==> config.mk <==
export PLATFORM = sky130hd
export DESIGN_NAME = srw_supervisor
export DESIGN_NICKNAME = d
export VERILOG_FILES = /design/src/hw/srw_pkg.sv /design/src/hw/srw_filter.sv /design/src/hw/srw_supervisor.sv /design/src/hw/srw_sync.sv
export SDC_FILE = /design/constraint.sdc
export NUM_CORES = 1
export LEC_CHECK = 0
export BUFFER_PORTS_ARGS = -buffer_cell sky130_fd_sc_hd__buf_2
export CORE_MARGIN = 3
export CORE_UTILIZATION = 40
export CTS_CLUSTER_SIZE = 8
export DETAILED_ROUTE_END_ITERATION = 12
export GPL_TIMING_DRIVEN = 0
export HOLD_SLACK_MARGIN = 0.06
export MAX_ROUTING_LAYER = met4
export PLACE_DENSITY = 0.58
export SLEW_MARGIN = 20
export SYNTH_ARGS = -nofsm -noshare
export SYNTH_HDL_FRONTEND = slang
export SYNTH_SLANG_ARGS = --single-unit
==> constraint.sdc <==
create_clock -name clk_sys -period 5.3 [get_ports clk_sys]
set_input_delay 0.53 -clock clk_sys [delete_from_list [all_inputs] [get_ports clk_sys]]
set_output_delay 0.53 -clock clk_sys [all_outputs]
set_load 0.005 [all_outputs]
==> src/hw/srw_pkg.sv <==
// shared constants for the supervisory reset watchdog
package srw_pkg;
	// ****************************************
	// clock and time base
	// ****************************************
	localparam int unsigned CLK_HZ          = 25000000;
	localparam int unsigned CLK_NS          = 40;
	// reset hold period, least time in ms (exact, no rounding)
	localparam int unsigned HOLD_MS         = 140;
	localparam int unsigned HOLD_CYC        = HOLD_MS * (CLK_HZ / 1000);
	// watchdog period nominal, in ms (least 1120, most 2400)
	localparam int unsigned WDOG_MS         = 1600;
	localparam int unsigned WDOG_CYC        = WDOG_MS * (CLK_HZ / 1000);
	// manual reset glitch rejection, least ns (rounds up)
	localparam int unsigned GLITCH_NS       = 100;
	localparam int unsigned GLITCH_CYC      = (GLITCH_NS + CLK_NS - 1) / CLK_NS;
	// manual reset least pulse that must act, ns
	localparam int unsigned MRPULSE_NS      = 1000;
	localparam int unsigned MRPULSE_CYC     = MRPULSE_NS / CLK_NS;
	// watchdog input least pulse, ns
	localparam int unsigned WDPULSE_NS      = 50;
	localparam int unsigned WDPULSE_CYC     = (WDPULSE_NS + CLK_NS - 1) / CLK_NS;
	// ****************************************
	// reset values
	// ****************************************
	localparam logic        RST_SYNC_VAL    = 1'b1;
	localparam logic        RST_UV_VAL      = 1'b1;
	localparam logic        RST_ASSERT_VAL  = 1'b1;
endpackage

==> src/hw/srw_filter.sv <==
// low-pulse filter: output falls only after input low for a run of cycles
module srw_filter #(
	parameter int unsigned RUN = 3
) (
	input  wire logic clk_sys,  // time base
	input  wire logic sys_rst,  // async reset, high
	input  wire logic lvlIn,    // synchronised level, active low
	output logic      lvlOut    // filtered level, active low
);
	localparam int unsigned CW = $clog2(RUN + 1);
	typedef struct packed {
		logic [CW-1:0] cnt;
		logic          q;
	} srw_filter_s;
	srw_filter_s st_r;
	srw_filter_s st_nxt;
	always_comb begin
		st_nxt = st_r;
		if (lvlIn) begin
			st_nxt.cnt = '0;
			st_nxt.q   = 1'b1;
		end else if (st_r.cnt >= CW'(RUN)) begin
			st_nxt.q = 1'b0;
		end else begin
			st_nxt.cnt = st_r.cnt + CW'(1);
		end
	end
	always_ff @(posedge clk_sys or posedge sys_rst) begin
		if (sys_rst) begin
			st_r <= '{cnt: '0, q: 1'b1};
		end else begin
			st_r <= st_nxt;
		end
	end
	assign lvlOut = st_r.q;
endmodule

==> src/hw/srw_supervisor.sv <==
// supervisory reset generator with manual reset and watchdog
module srw_supervisor
	import srw_pkg::*;
#(
	parameter int unsigned HOLD_CYCLES = srw_pkg::HOLD_CYC,  // reset hold period
	parameter int unsigned WDOG_CYCLES = srw_pkg::WDOG_CYC,  // watchdog period
	parameter int unsigned MR_RUN      = srw_pkg::GLITCH_CYC // manual glitch filter
) (
	input  wire logic clk_sys,                // 25 MHz time base
	input  wire logic sys_rst,                // async reset, high
	input  wire logic primarySupplyLow,       // primary supply undervoltage flag
	input  wire logic secondarySupplyLow,     // secondary supply undervoltage flag
	input  wire logic adjustMonitorLow,       // adjustable monitor undervoltage flag
	input  wire logic manualResetIn,          // manual reset pin level, low = reset
	input  wire logic manualResetPullOe,      // manual pin is driven externally
	input  wire logic watchdogKickIn,         // watchdog input pin level
	input  wire logic watchdogKickOe,         // watchdog pin is driven externally
	input  wire logic openDrainSel,           // strap: 1 open-drain low output
	output logic      resetHighOut,           // active-high reset output
	output logic      resetLowOut,            // active-low reset output level
	output logic      resetLowOe,             // active-low output enable
	output logic      watchdogFired           // pulse: watchdog expiry seen
);
	import srw_pkg::*;

	localparam int unsigned HW = $clog2(HOLD_CYCLES + 1);
	localparam int unsigned WW = $clog2(WDOG_CYCLES + 1);

	// ****************************************
	// input conditioning
	// ****************************************
	logic mrPin;
	logic wdPin;
	logic wdEn;
	logic mrSync;
	logic mrFilt;
	logic wdSync;
	logic uvSync;
	logic wdEnSync;
	logic uvAny;

	// an undriven manual input reads as pulled high
	// pullup on open pin
	assign mrPin = manualResetPullOe ? manualResetIn : 1'b1;
	assign wdEn  = watchdogKickOe;
	assign wdPin = watchdogKickIn;
	assign uvAny = primarySupplyLow | secondarySupplyLow | adjustMonitorLow;

	srw_sync #(.RESET_VAL(RST_SYNC_VAL)) uMrSync (
		.clk_sys (clk_sys),
		.sys_rst (sys_rst),
		.asyncIn (mrPin),
		.syncOut (mrSync)
	);
	srw_sync #(.RESET_VAL(1'b0)) uWdSync (
		.clk_sys (clk_sys),
		.sys_rst (sys_rst),
		.asyncIn (wdPin),
		.syncOut (wdSync)
	);
	srw_sync #(.RESET_VAL(RST_UV_VAL)) uUvSync (
		.clk_sys (clk_sys),
		.sys_rst (sys_rst),
		.asyncIn (uvAny),
		.syncOut (uvSync)
	);
	srw_sync #(.RESET_VAL(1'b0)) uWdEnSync (
		.clk_sys (clk_sys),
		.sys_rst (sys_rst),
		.asyncIn (wdEn),
		.syncOut (wdEnSync)
	);

	// glitches under 100ns never reach reset
	srw_filter #(.RUN(MR_RUN)) uMrFilt (
		.clk_sys (clk_sys),
		.sys_rst (sys_rst),
		.lvlIn   (mrSync),
		.lvlOut  (mrFilt)
	);

	// ****************************************
	// state
	// ****************************************
	typedef struct packed {
		logic          inRst;
		logic [HW-1:0] holdCnt;
		logic [WW-1:0] wdCnt;
		logic          wdPrev;
		logic          wdFire;
		logic          odSel;
		logic          strapDone;
		logic          rstHi;
		logic          rstLo;
		logic          rstOe;
	} srw_state_s;

	srw_state_s st_r;
	srw_state_s st_nxt;

	logic mrActive;
	logic wdEdge;
	logic wdExpire;
	logic cause;
	assign mrActive = ~mrFilt;
	assign wdEdge   = wdSync ^ st_r.wdPrev;
	// expiry when count reaches one less than the period
	assign wdExpire = wdEnSync & ~st_r.inRst & (st_r.wdCnt >= WW'(WDOG_CYCLES - 1)) & ~wdEdge;
	assign cause    = uvSync | mrActive | wdExpire;

	always_comb begin
		st_nxt        = st_r;
		st_nxt.wdPrev = wdSync;
		st_nxt.wdFire = wdExpire;
		// strap caught once after release of reset
		if (!st_r.strapDone) begin
			st_nxt.odSel     = openDrainSel;
			st_nxt.strapDone = 1'b1;
		end
		// hold counter restarts while any cause present
		// late causes restart the same counter
		// manual low keeps restarting the hold
		// watchdog expiry starts one full hold
		if (cause) begin
			st_nxt.inRst   = 1'b1;
			st_nxt.holdCnt = '0;
		end else if (st_r.inRst) begin
			if (st_r.holdCnt >= HW'(HOLD_CYCLES - 1)) begin
				st_nxt.inRst = 1'b0;
			end else begin
				st_nxt.holdCnt = st_r.holdCnt + HW'(1);
			end
		end
		// any settled level change is an edge
		if (st_r.inRst || mrActive || wdEdge || !wdEnSync || cause) begin
			st_nxt.wdCnt = '0;
		end else begin
			st_nxt.wdCnt = st_r.wdCnt + WW'(1);
		end
		st_nxt.rstHi = st_nxt.inRst;
		// open-drain releases when not in reset
		st_nxt.rstLo = ~st_nxt.inRst;
		st_nxt.rstOe = st_nxt.odSel ? st_nxt.inRst : 1'b1;
	end

	always_ff @(posedge clk_sys or posedge sys_rst) begin
		if (sys_rst) begin
			st_r <= '{inRst: RST_ASSERT_VAL, holdCnt: '0, wdCnt: '0, wdPrev: 1'b0,
				wdFire: 1'b0, odSel: 1'b0, strapDone: 1'b0, rstHi: 1'b1,
				rstLo: 1'b0, rstOe: 1'b1};
		end else begin
			st_r <= st_nxt;
		end
	end

	assign resetHighOut  = st_r.rstHi;
	assign resetLowOut   = st_r.rstLo;
	assign resetLowOe    = st_r.rstOe;
	assign watchdogFired = st_r.wdFire;
endmodule

==> src/hw/srw_sync.sv <==
// three-stage synchroniser with agreement of stages two and three
module srw_sync #(
	parameter logic RESET_VAL = 1'b1
) (
	input  wire logic clk_sys,  // time base
	input  wire logic sys_rst,  // async reset, high
	input  wire logic asyncIn,  // pin level
	output logic      syncOut   // settled level
);
	typedef struct packed {
		logic s1;
		logic s2;
		logic s3;
		logic q;
	} srw_sync_s;
	srw_sync_s st_r;
	srw_sync_s st_nxt;
	always_comb begin
		st_nxt    = st_r;
		st_nxt.s1 = asyncIn;
		st_nxt.s2 = st_r.s1;
		st_nxt.s3 = st_r.s2;
		// s1 feeds only s2; change accepted when s2 and s3 agree
		if (st_r.s2 == st_r.s3) begin
			st_nxt.q = st_r.s3;
		end
	end
	always_ff @(posedge clk_sys or posedge sys_rst) begin
		if (sys_rst) begin
			st_r <= {4{RESET_VAL}};
		end else begin
			st_r <= st_nxt;
		end
	end
	assign syncOut = st_r.q;
endmodule

### Yosys cells after proc, flatten, opt, wreduce, memory -nomap -nowiden

Cells that the tools add are included.

* flip-flop bits (word level): 74
* input bits: 10
* output and inout bits: 4

* reduce and logical (&&, ||, !) cells: 8
* magnitude comparators: 3
* equality and inequality tests: 6
* add/subtract/negate cells: 3
* bitwise gates (word level): 12
* muxes and demuxes: 11

Operators with widths (count)
* two-way mux 23 bit: 2
* adder 26 x 1 -> 26 bit (second input constant): 1
* greater-or-equal comparator 26 bit (second input constant): 1
* two-way mux 26 bit: 1
* adder 22 x 1 -> 22 bit (second input constant): 1
* greater-or-equal comparator 22 bit (second input constant): 1
* two-way mux 22 bit: 1
* equality test 1 bit: 4
* logical OR 1 bit: 4
* two-way mux 1 bit: 4
* two-way mux 2 bit: 2
* inequality test 2 bit (second input constant): 2
* inverter 1 bit: 4
* bitwise OR 1 bit: 4
* nonzero test 2 bit: 2
* AND 1 bit: 3
* two-way mux 3 bit: 1
* adder 2 x 1 -> 2 bit (second input constant): 1
* greater-or-equal comparator 2 bit (second input constant): 1
* AND reduction 2 bit: 1
* zero test 1 bit: 1
* XOR 1 bit: 1

### Depth between registers and ports, before layout

* word-level depth: 7
* gate-level depth with buffers: 8
* gate-level depth less buffers: 6

### By module

From an unflattened synthesis, not the netlist that was laid out.

* cells, all modules: 350
* area, all modules: 3540.9 µm²

Modules (own cells, without submodules)
* srw_supervisor: cells each 315, area each 2940.3 µm², instances 1, seq. area each 1378.8 µm²
* srw_sync (uMrSync ...): cells each 6, area each 120.1 µm², instances 2, seq. area each 105.1 µm²
* srw_sync (uWdEnSync ...): cells each 6, area each 115.1 µm², instances 2, seq. area each 100.1 µm²
* srw_filter: cells each 11, area each 130.1 µm², instances 1, seq. area each 76.3 µm²

### Worst setup path after synthesis

Ideal clock, no wire load.

* path type: register -> register
* from: register st_r[33] (netlist bit)
* to: register st_r[45] (netlist bit)
* data arrival time: 2070 ps
* cell stages (with the launch flop): 8
* path slack: 3153 ps
* period minus slack after synthesis: 2147 ps
* path through: dfrtp_1 ha_1 a41o_1 a311oi_4 o21ai_2 buf_6 or4_1 a21oi_1

* longest elaborated chain between the ends: 4
* elaborated cells on any way between the ends: 7
* those cells by class: add/sub: 1; order compare: 1; eq/ne: 1; mux: 3; reduce/logical: 1

Ends and longest elaborated chain
* start: declaration: RTL line srw_supervisor.sv:98 `srw_state_s st_r;`
* start signal: assignment: RTL line srw_supervisor.sv:148 `st_r <= '{inRst: RST_ASSERT_VAL, holdCnt: '0, wdCnt: '0, wdPrev: 1'b0,`
* start signal: assignment: RTL line srw_supervisor.sv:152 `st_r <= st_nxt;`
* adder 22 x 1 -> 22 bit: RTL line srw_supervisor.sv:131 `st_nxt.holdCnt = st_r.holdCnt + HW'(1);`
* two-way mux 22 bit: RTL line srw_supervisor.sv:128 `if (st_r.holdCnt >= HW'(HOLD_CYCLES - 1)) begin`
* two-way mux 23 bit: RTL line srw_supervisor.sv:127 `end else if (st_r.inRst) begin`
* two-way mux 23 bit: RTL line srw_supervisor.sv:124 `if (cause) begin`

Several ways; a longest one is shown, not always the timed one. The select of a mux whose other input is x is not followed.
A chain may end at the register's enable or synchronous reset.

### Worst setup path in the final report

Ends and elaborated chain as after synthesis.

==> qor.csv <==
stage,metric,value,unit
drt,vias_per_cell,5.38,
synth,synth_cell_type_count,51,
finish,layout.nets,363,
clock_network,clock-sinks,74,
synth,yosys.area.top_type_share,45.8,%
sta,fin_setup_tns,0,ns
sta,slew_violations,0,
placed_design,place_congestion,0.794,
flow_run,maxCapViolCount,0,
global_routing,antenna_found_initial,0,
floorplanning,fp.dieW,98.7,um
drt,ant_nets,0,
worst_setup_path,arrival,2.62,ns
worst_setup_path,r2r_start,st_r[33],
sta,skew,0.0145,ns
drt,vias,2473,
drt,wl_per_cell,14.1,um
synth,synth_warnings,0,
worst_setup_path,crit_type,reg2reg,
status,outcome,completed,
synth,yosys.cell_count.top_type,dfrtp_1,
global_routing,grt_first_pass_wirelength,11700,um
synth,synth_fp_nets,338,
drt,initialDrtViolationCount,90,
sta,max_freq,0.428,GHz
finish,drive_above_1_share,16.3,%
power_and_ir_drop,fin_total_pwr,1.06,mW
clock_network,post_cts_resized,0,
sta,rsz0062_at_grt,false,
clock_network,clk_pin_slew,0.09,ns
clock_network,cts_buffer_depth,2,
worst_setup_path,rr_worst_depth,7,
floorplanning,core_area,8300,um^2
clock_network,cts_buffers,9,
clock_network,htree_levels,3,
synth,synth-edff-count,0,
synth,synthFlopType,dfrtp_1,
placed_design,pre_cts_slack,3.00,ns
sta,final_hold_viol_count,0,
sta,whs,0.126,ns
power_and_ir_drop,cellLeakagePower,1.48,nW
sta,setup_violations,0,
finish,n_antenna_cell,0,
sta,finalCritPeriodShare,44.1,%
sta,maxSlewHeadroom,53.4,%
placed_design,hpwlAfterDp,4420,um
finish,area_delta_synth_final,12.5,%
placed_design,portBuffers,13,
clock_network,post_cts_buffers,0,
global_routing,grt_pass1_vias,2469,
global_routing,grt_usage,15.4,%
synth,synth_common_cells,"63 x dfrtp_1, 42 x nor2_1, 18 x nand2_1",
sta,fin_ws,2.97,ns
global_routing,grt.met3_usage,4.46,%
worst_setup_path,cp-end-kind,register,
sta,max_slew.worst_pin.slew,0.691,ns
drt,drt_wl_total,6490,um
clock_network,clock_latency,0.36,ns
synth,syn-cell-area,3440,um^2
sta,fin_crit,2.33,ns
floorplanning,dieArea,9750,um^2
worst_setup_path,critPathLaunch,st_r[33],
worst_setup_path,critPathLaunchType,register,
synth,seq_area_frac_synth,54.2,%
clock_network,cts_tree,done,
global_routing,grt_busiest_layer,met2,
worst_setup_path,required,5.58,ns
clock_network,clockRootBuffer,clkbuf_8,
global_routing,met1_usage,20.9,%
floorplanning,rows,33,
synth,ys_ff_latch,74,
synth,synth_async_sr_flop_share,100,%
power_and_ir_drop,power_density,274,nW/um^2
worst_setup_path,rrSetupSlack,2.97,ns
floorplanning,start_util,41.5,%
worst_setup_path,cp_max_fo,10,
synth,netlist_instances,325,
synth,synth_top_cell_by_area,dfrtp_1,
worst_setup_path,timing.rr.end,st_r[45],
power_and_ir_drop,ir_drop,0.119,mV
global_routing,overflow,0,
global_routing,grt_max_degree,53,
floorplanning,die_y,98.7,um
global_routing,grt_use_met2,22.5,%
min_path,min-delay-path-class,in2async,
floorplanning,io_pins,14,
synth,syn_area_per_cell,10.6,um^2
drt,firstDrtPassIters,4,
clock_network,ctsHoldBuffers,0,
synth,yosys-top-cells-area,"dfrtp_1 46%, dfstp_2 8.4%, nor2_1 4.6%, xnor2_1 4.1%, xor2_1 3.6%",
drt,route.detailed.drc,0,
==> worst max-delay path by stage <==
stage,end,slack [ns],cells after the start
after floorplan,resetLowOut,2.91,1
after global placement,st_r[23],1.93,2
after detailed placement,st_r[54],3.00,6
after CTS,st_r[45],2.96,7
after global routing,st_r[54],2.75,6
final,st_r[45],2.97,7
==> metrics by stage <==
step / area, um^2 / instances / utilization [%]
3_5_place_dp: 3670 / 444 / 44.2
4_1_cts: 3870 / 460 / 46.7
3_3_place_gp: 3640 / 443 / 43.8
2_1_floorplan: 3440 / 325 / -
6_report: 3870 / 460 / 46.7
5_1_grt: 3870 / 460 / 46.7
==> metal layers <==
metal / part of all wire (%) / wire length, um / vias up
li1: - / - / 1215
met1: 50 / 3220 / 1217
met2: 46 / 2950 / 34
met3: 3.7 / 237 / 7
met4: 1.2 / 78 / 0
met5: 0 / 0 / -
==> flip-flops by register name, indices dropped and copies added, names as in the netlist, 2 cells and up <==
register	count
st_r	51
uMrFilt.st_r	2
uMrSync.st_nxt	2
uWdSync.st_nxt	2
uWdEnSync.st_nxt	2
uUvSync.st_nxt	2
==> cells in the final DEF (no fill, tap or decap), types with 2 or more instances in the layout <==
master    Yosys  final
nand4_1       6      6
mux2i_1       2      2
and4_1        4      4
inv_1        10      9
nand2b_1      2      2
nor4_1        7      7
buf_2         5     18
nor2_1       42     42
clkbuf_1      5      5
a211oi_1      2      2
buf_6         2      2
and2_1        3      3
o211ai_1      4      4
or3_1         6      6
dfstp_2      11     11
o21ai_0       7      7
inv_6         0      4
or2_2         2      2
nand3_1      17     17
xor2_1       14     14
and3_1        5      5
clkbuf_8      0      9
xnor2_1      16     16
a21oi_1      16     16
dfrtp_1      63     63
or4_1         9      9
ha_1          3      3
nand2_1      18     18
maj3_1        4      4
nor2b_1       2      2
a21o_1        2      2
nor3_1        7      7
o31ai_1       9      9
==> where the power goes <==
group	switching, mW	internal, mW	total (mW)	leakage, nW
clock	0.233	0.225	0.458	0.101
combinational	0.0150	0.00874	0.0237	0.412
sequential	0.00438	0.575	0.579	0.971
total	0.253	0.809	1.06	1.48
==> final cells by class <==
class | count | area (um^2)
fill | 789 | 4430
sequential | 74 | 1870
multi-input combinational | 229 | 1470
tap | 105 | 131
clock buffer | 9 | 124
timing repair buffer | 14 | 92.6
clock inverter | 7 | 81.3
buffer | 12 | 66.3
inverter | 10 | 40.0
==> worst max-delay path: stages, from the launching register on <==
cell      delay (ns)
dfrtp_1         0.42
ha_1            0.24
a41o_1          0.28
a311oi_4        0.41
o21ai_2         0.14
buf_6           0.16
or4_1           0.47
a21oi_1         0.15
==> kinds of logic (layout without fill, tap and decap cells) <==
group / after synthesis / in the layout / share of synthesized area, %
xor gates and xnor gates: 30 / 30 / 7.64
muxes: 3 / 3 / 0.909
adders and majority gates: 7 / 7 / 2.25
DFF: 74 / 74 / 54.2
AOI/OAI and AO/OA: 52 / 52 / 11.2
and+or+nand+nor: 136 / 136 / 20.7
other: 1 / 1 / 0.109
buffers and inverters: 22 / 52 / 3.02
Note: power is estimated with default switching activity, not from simulation.
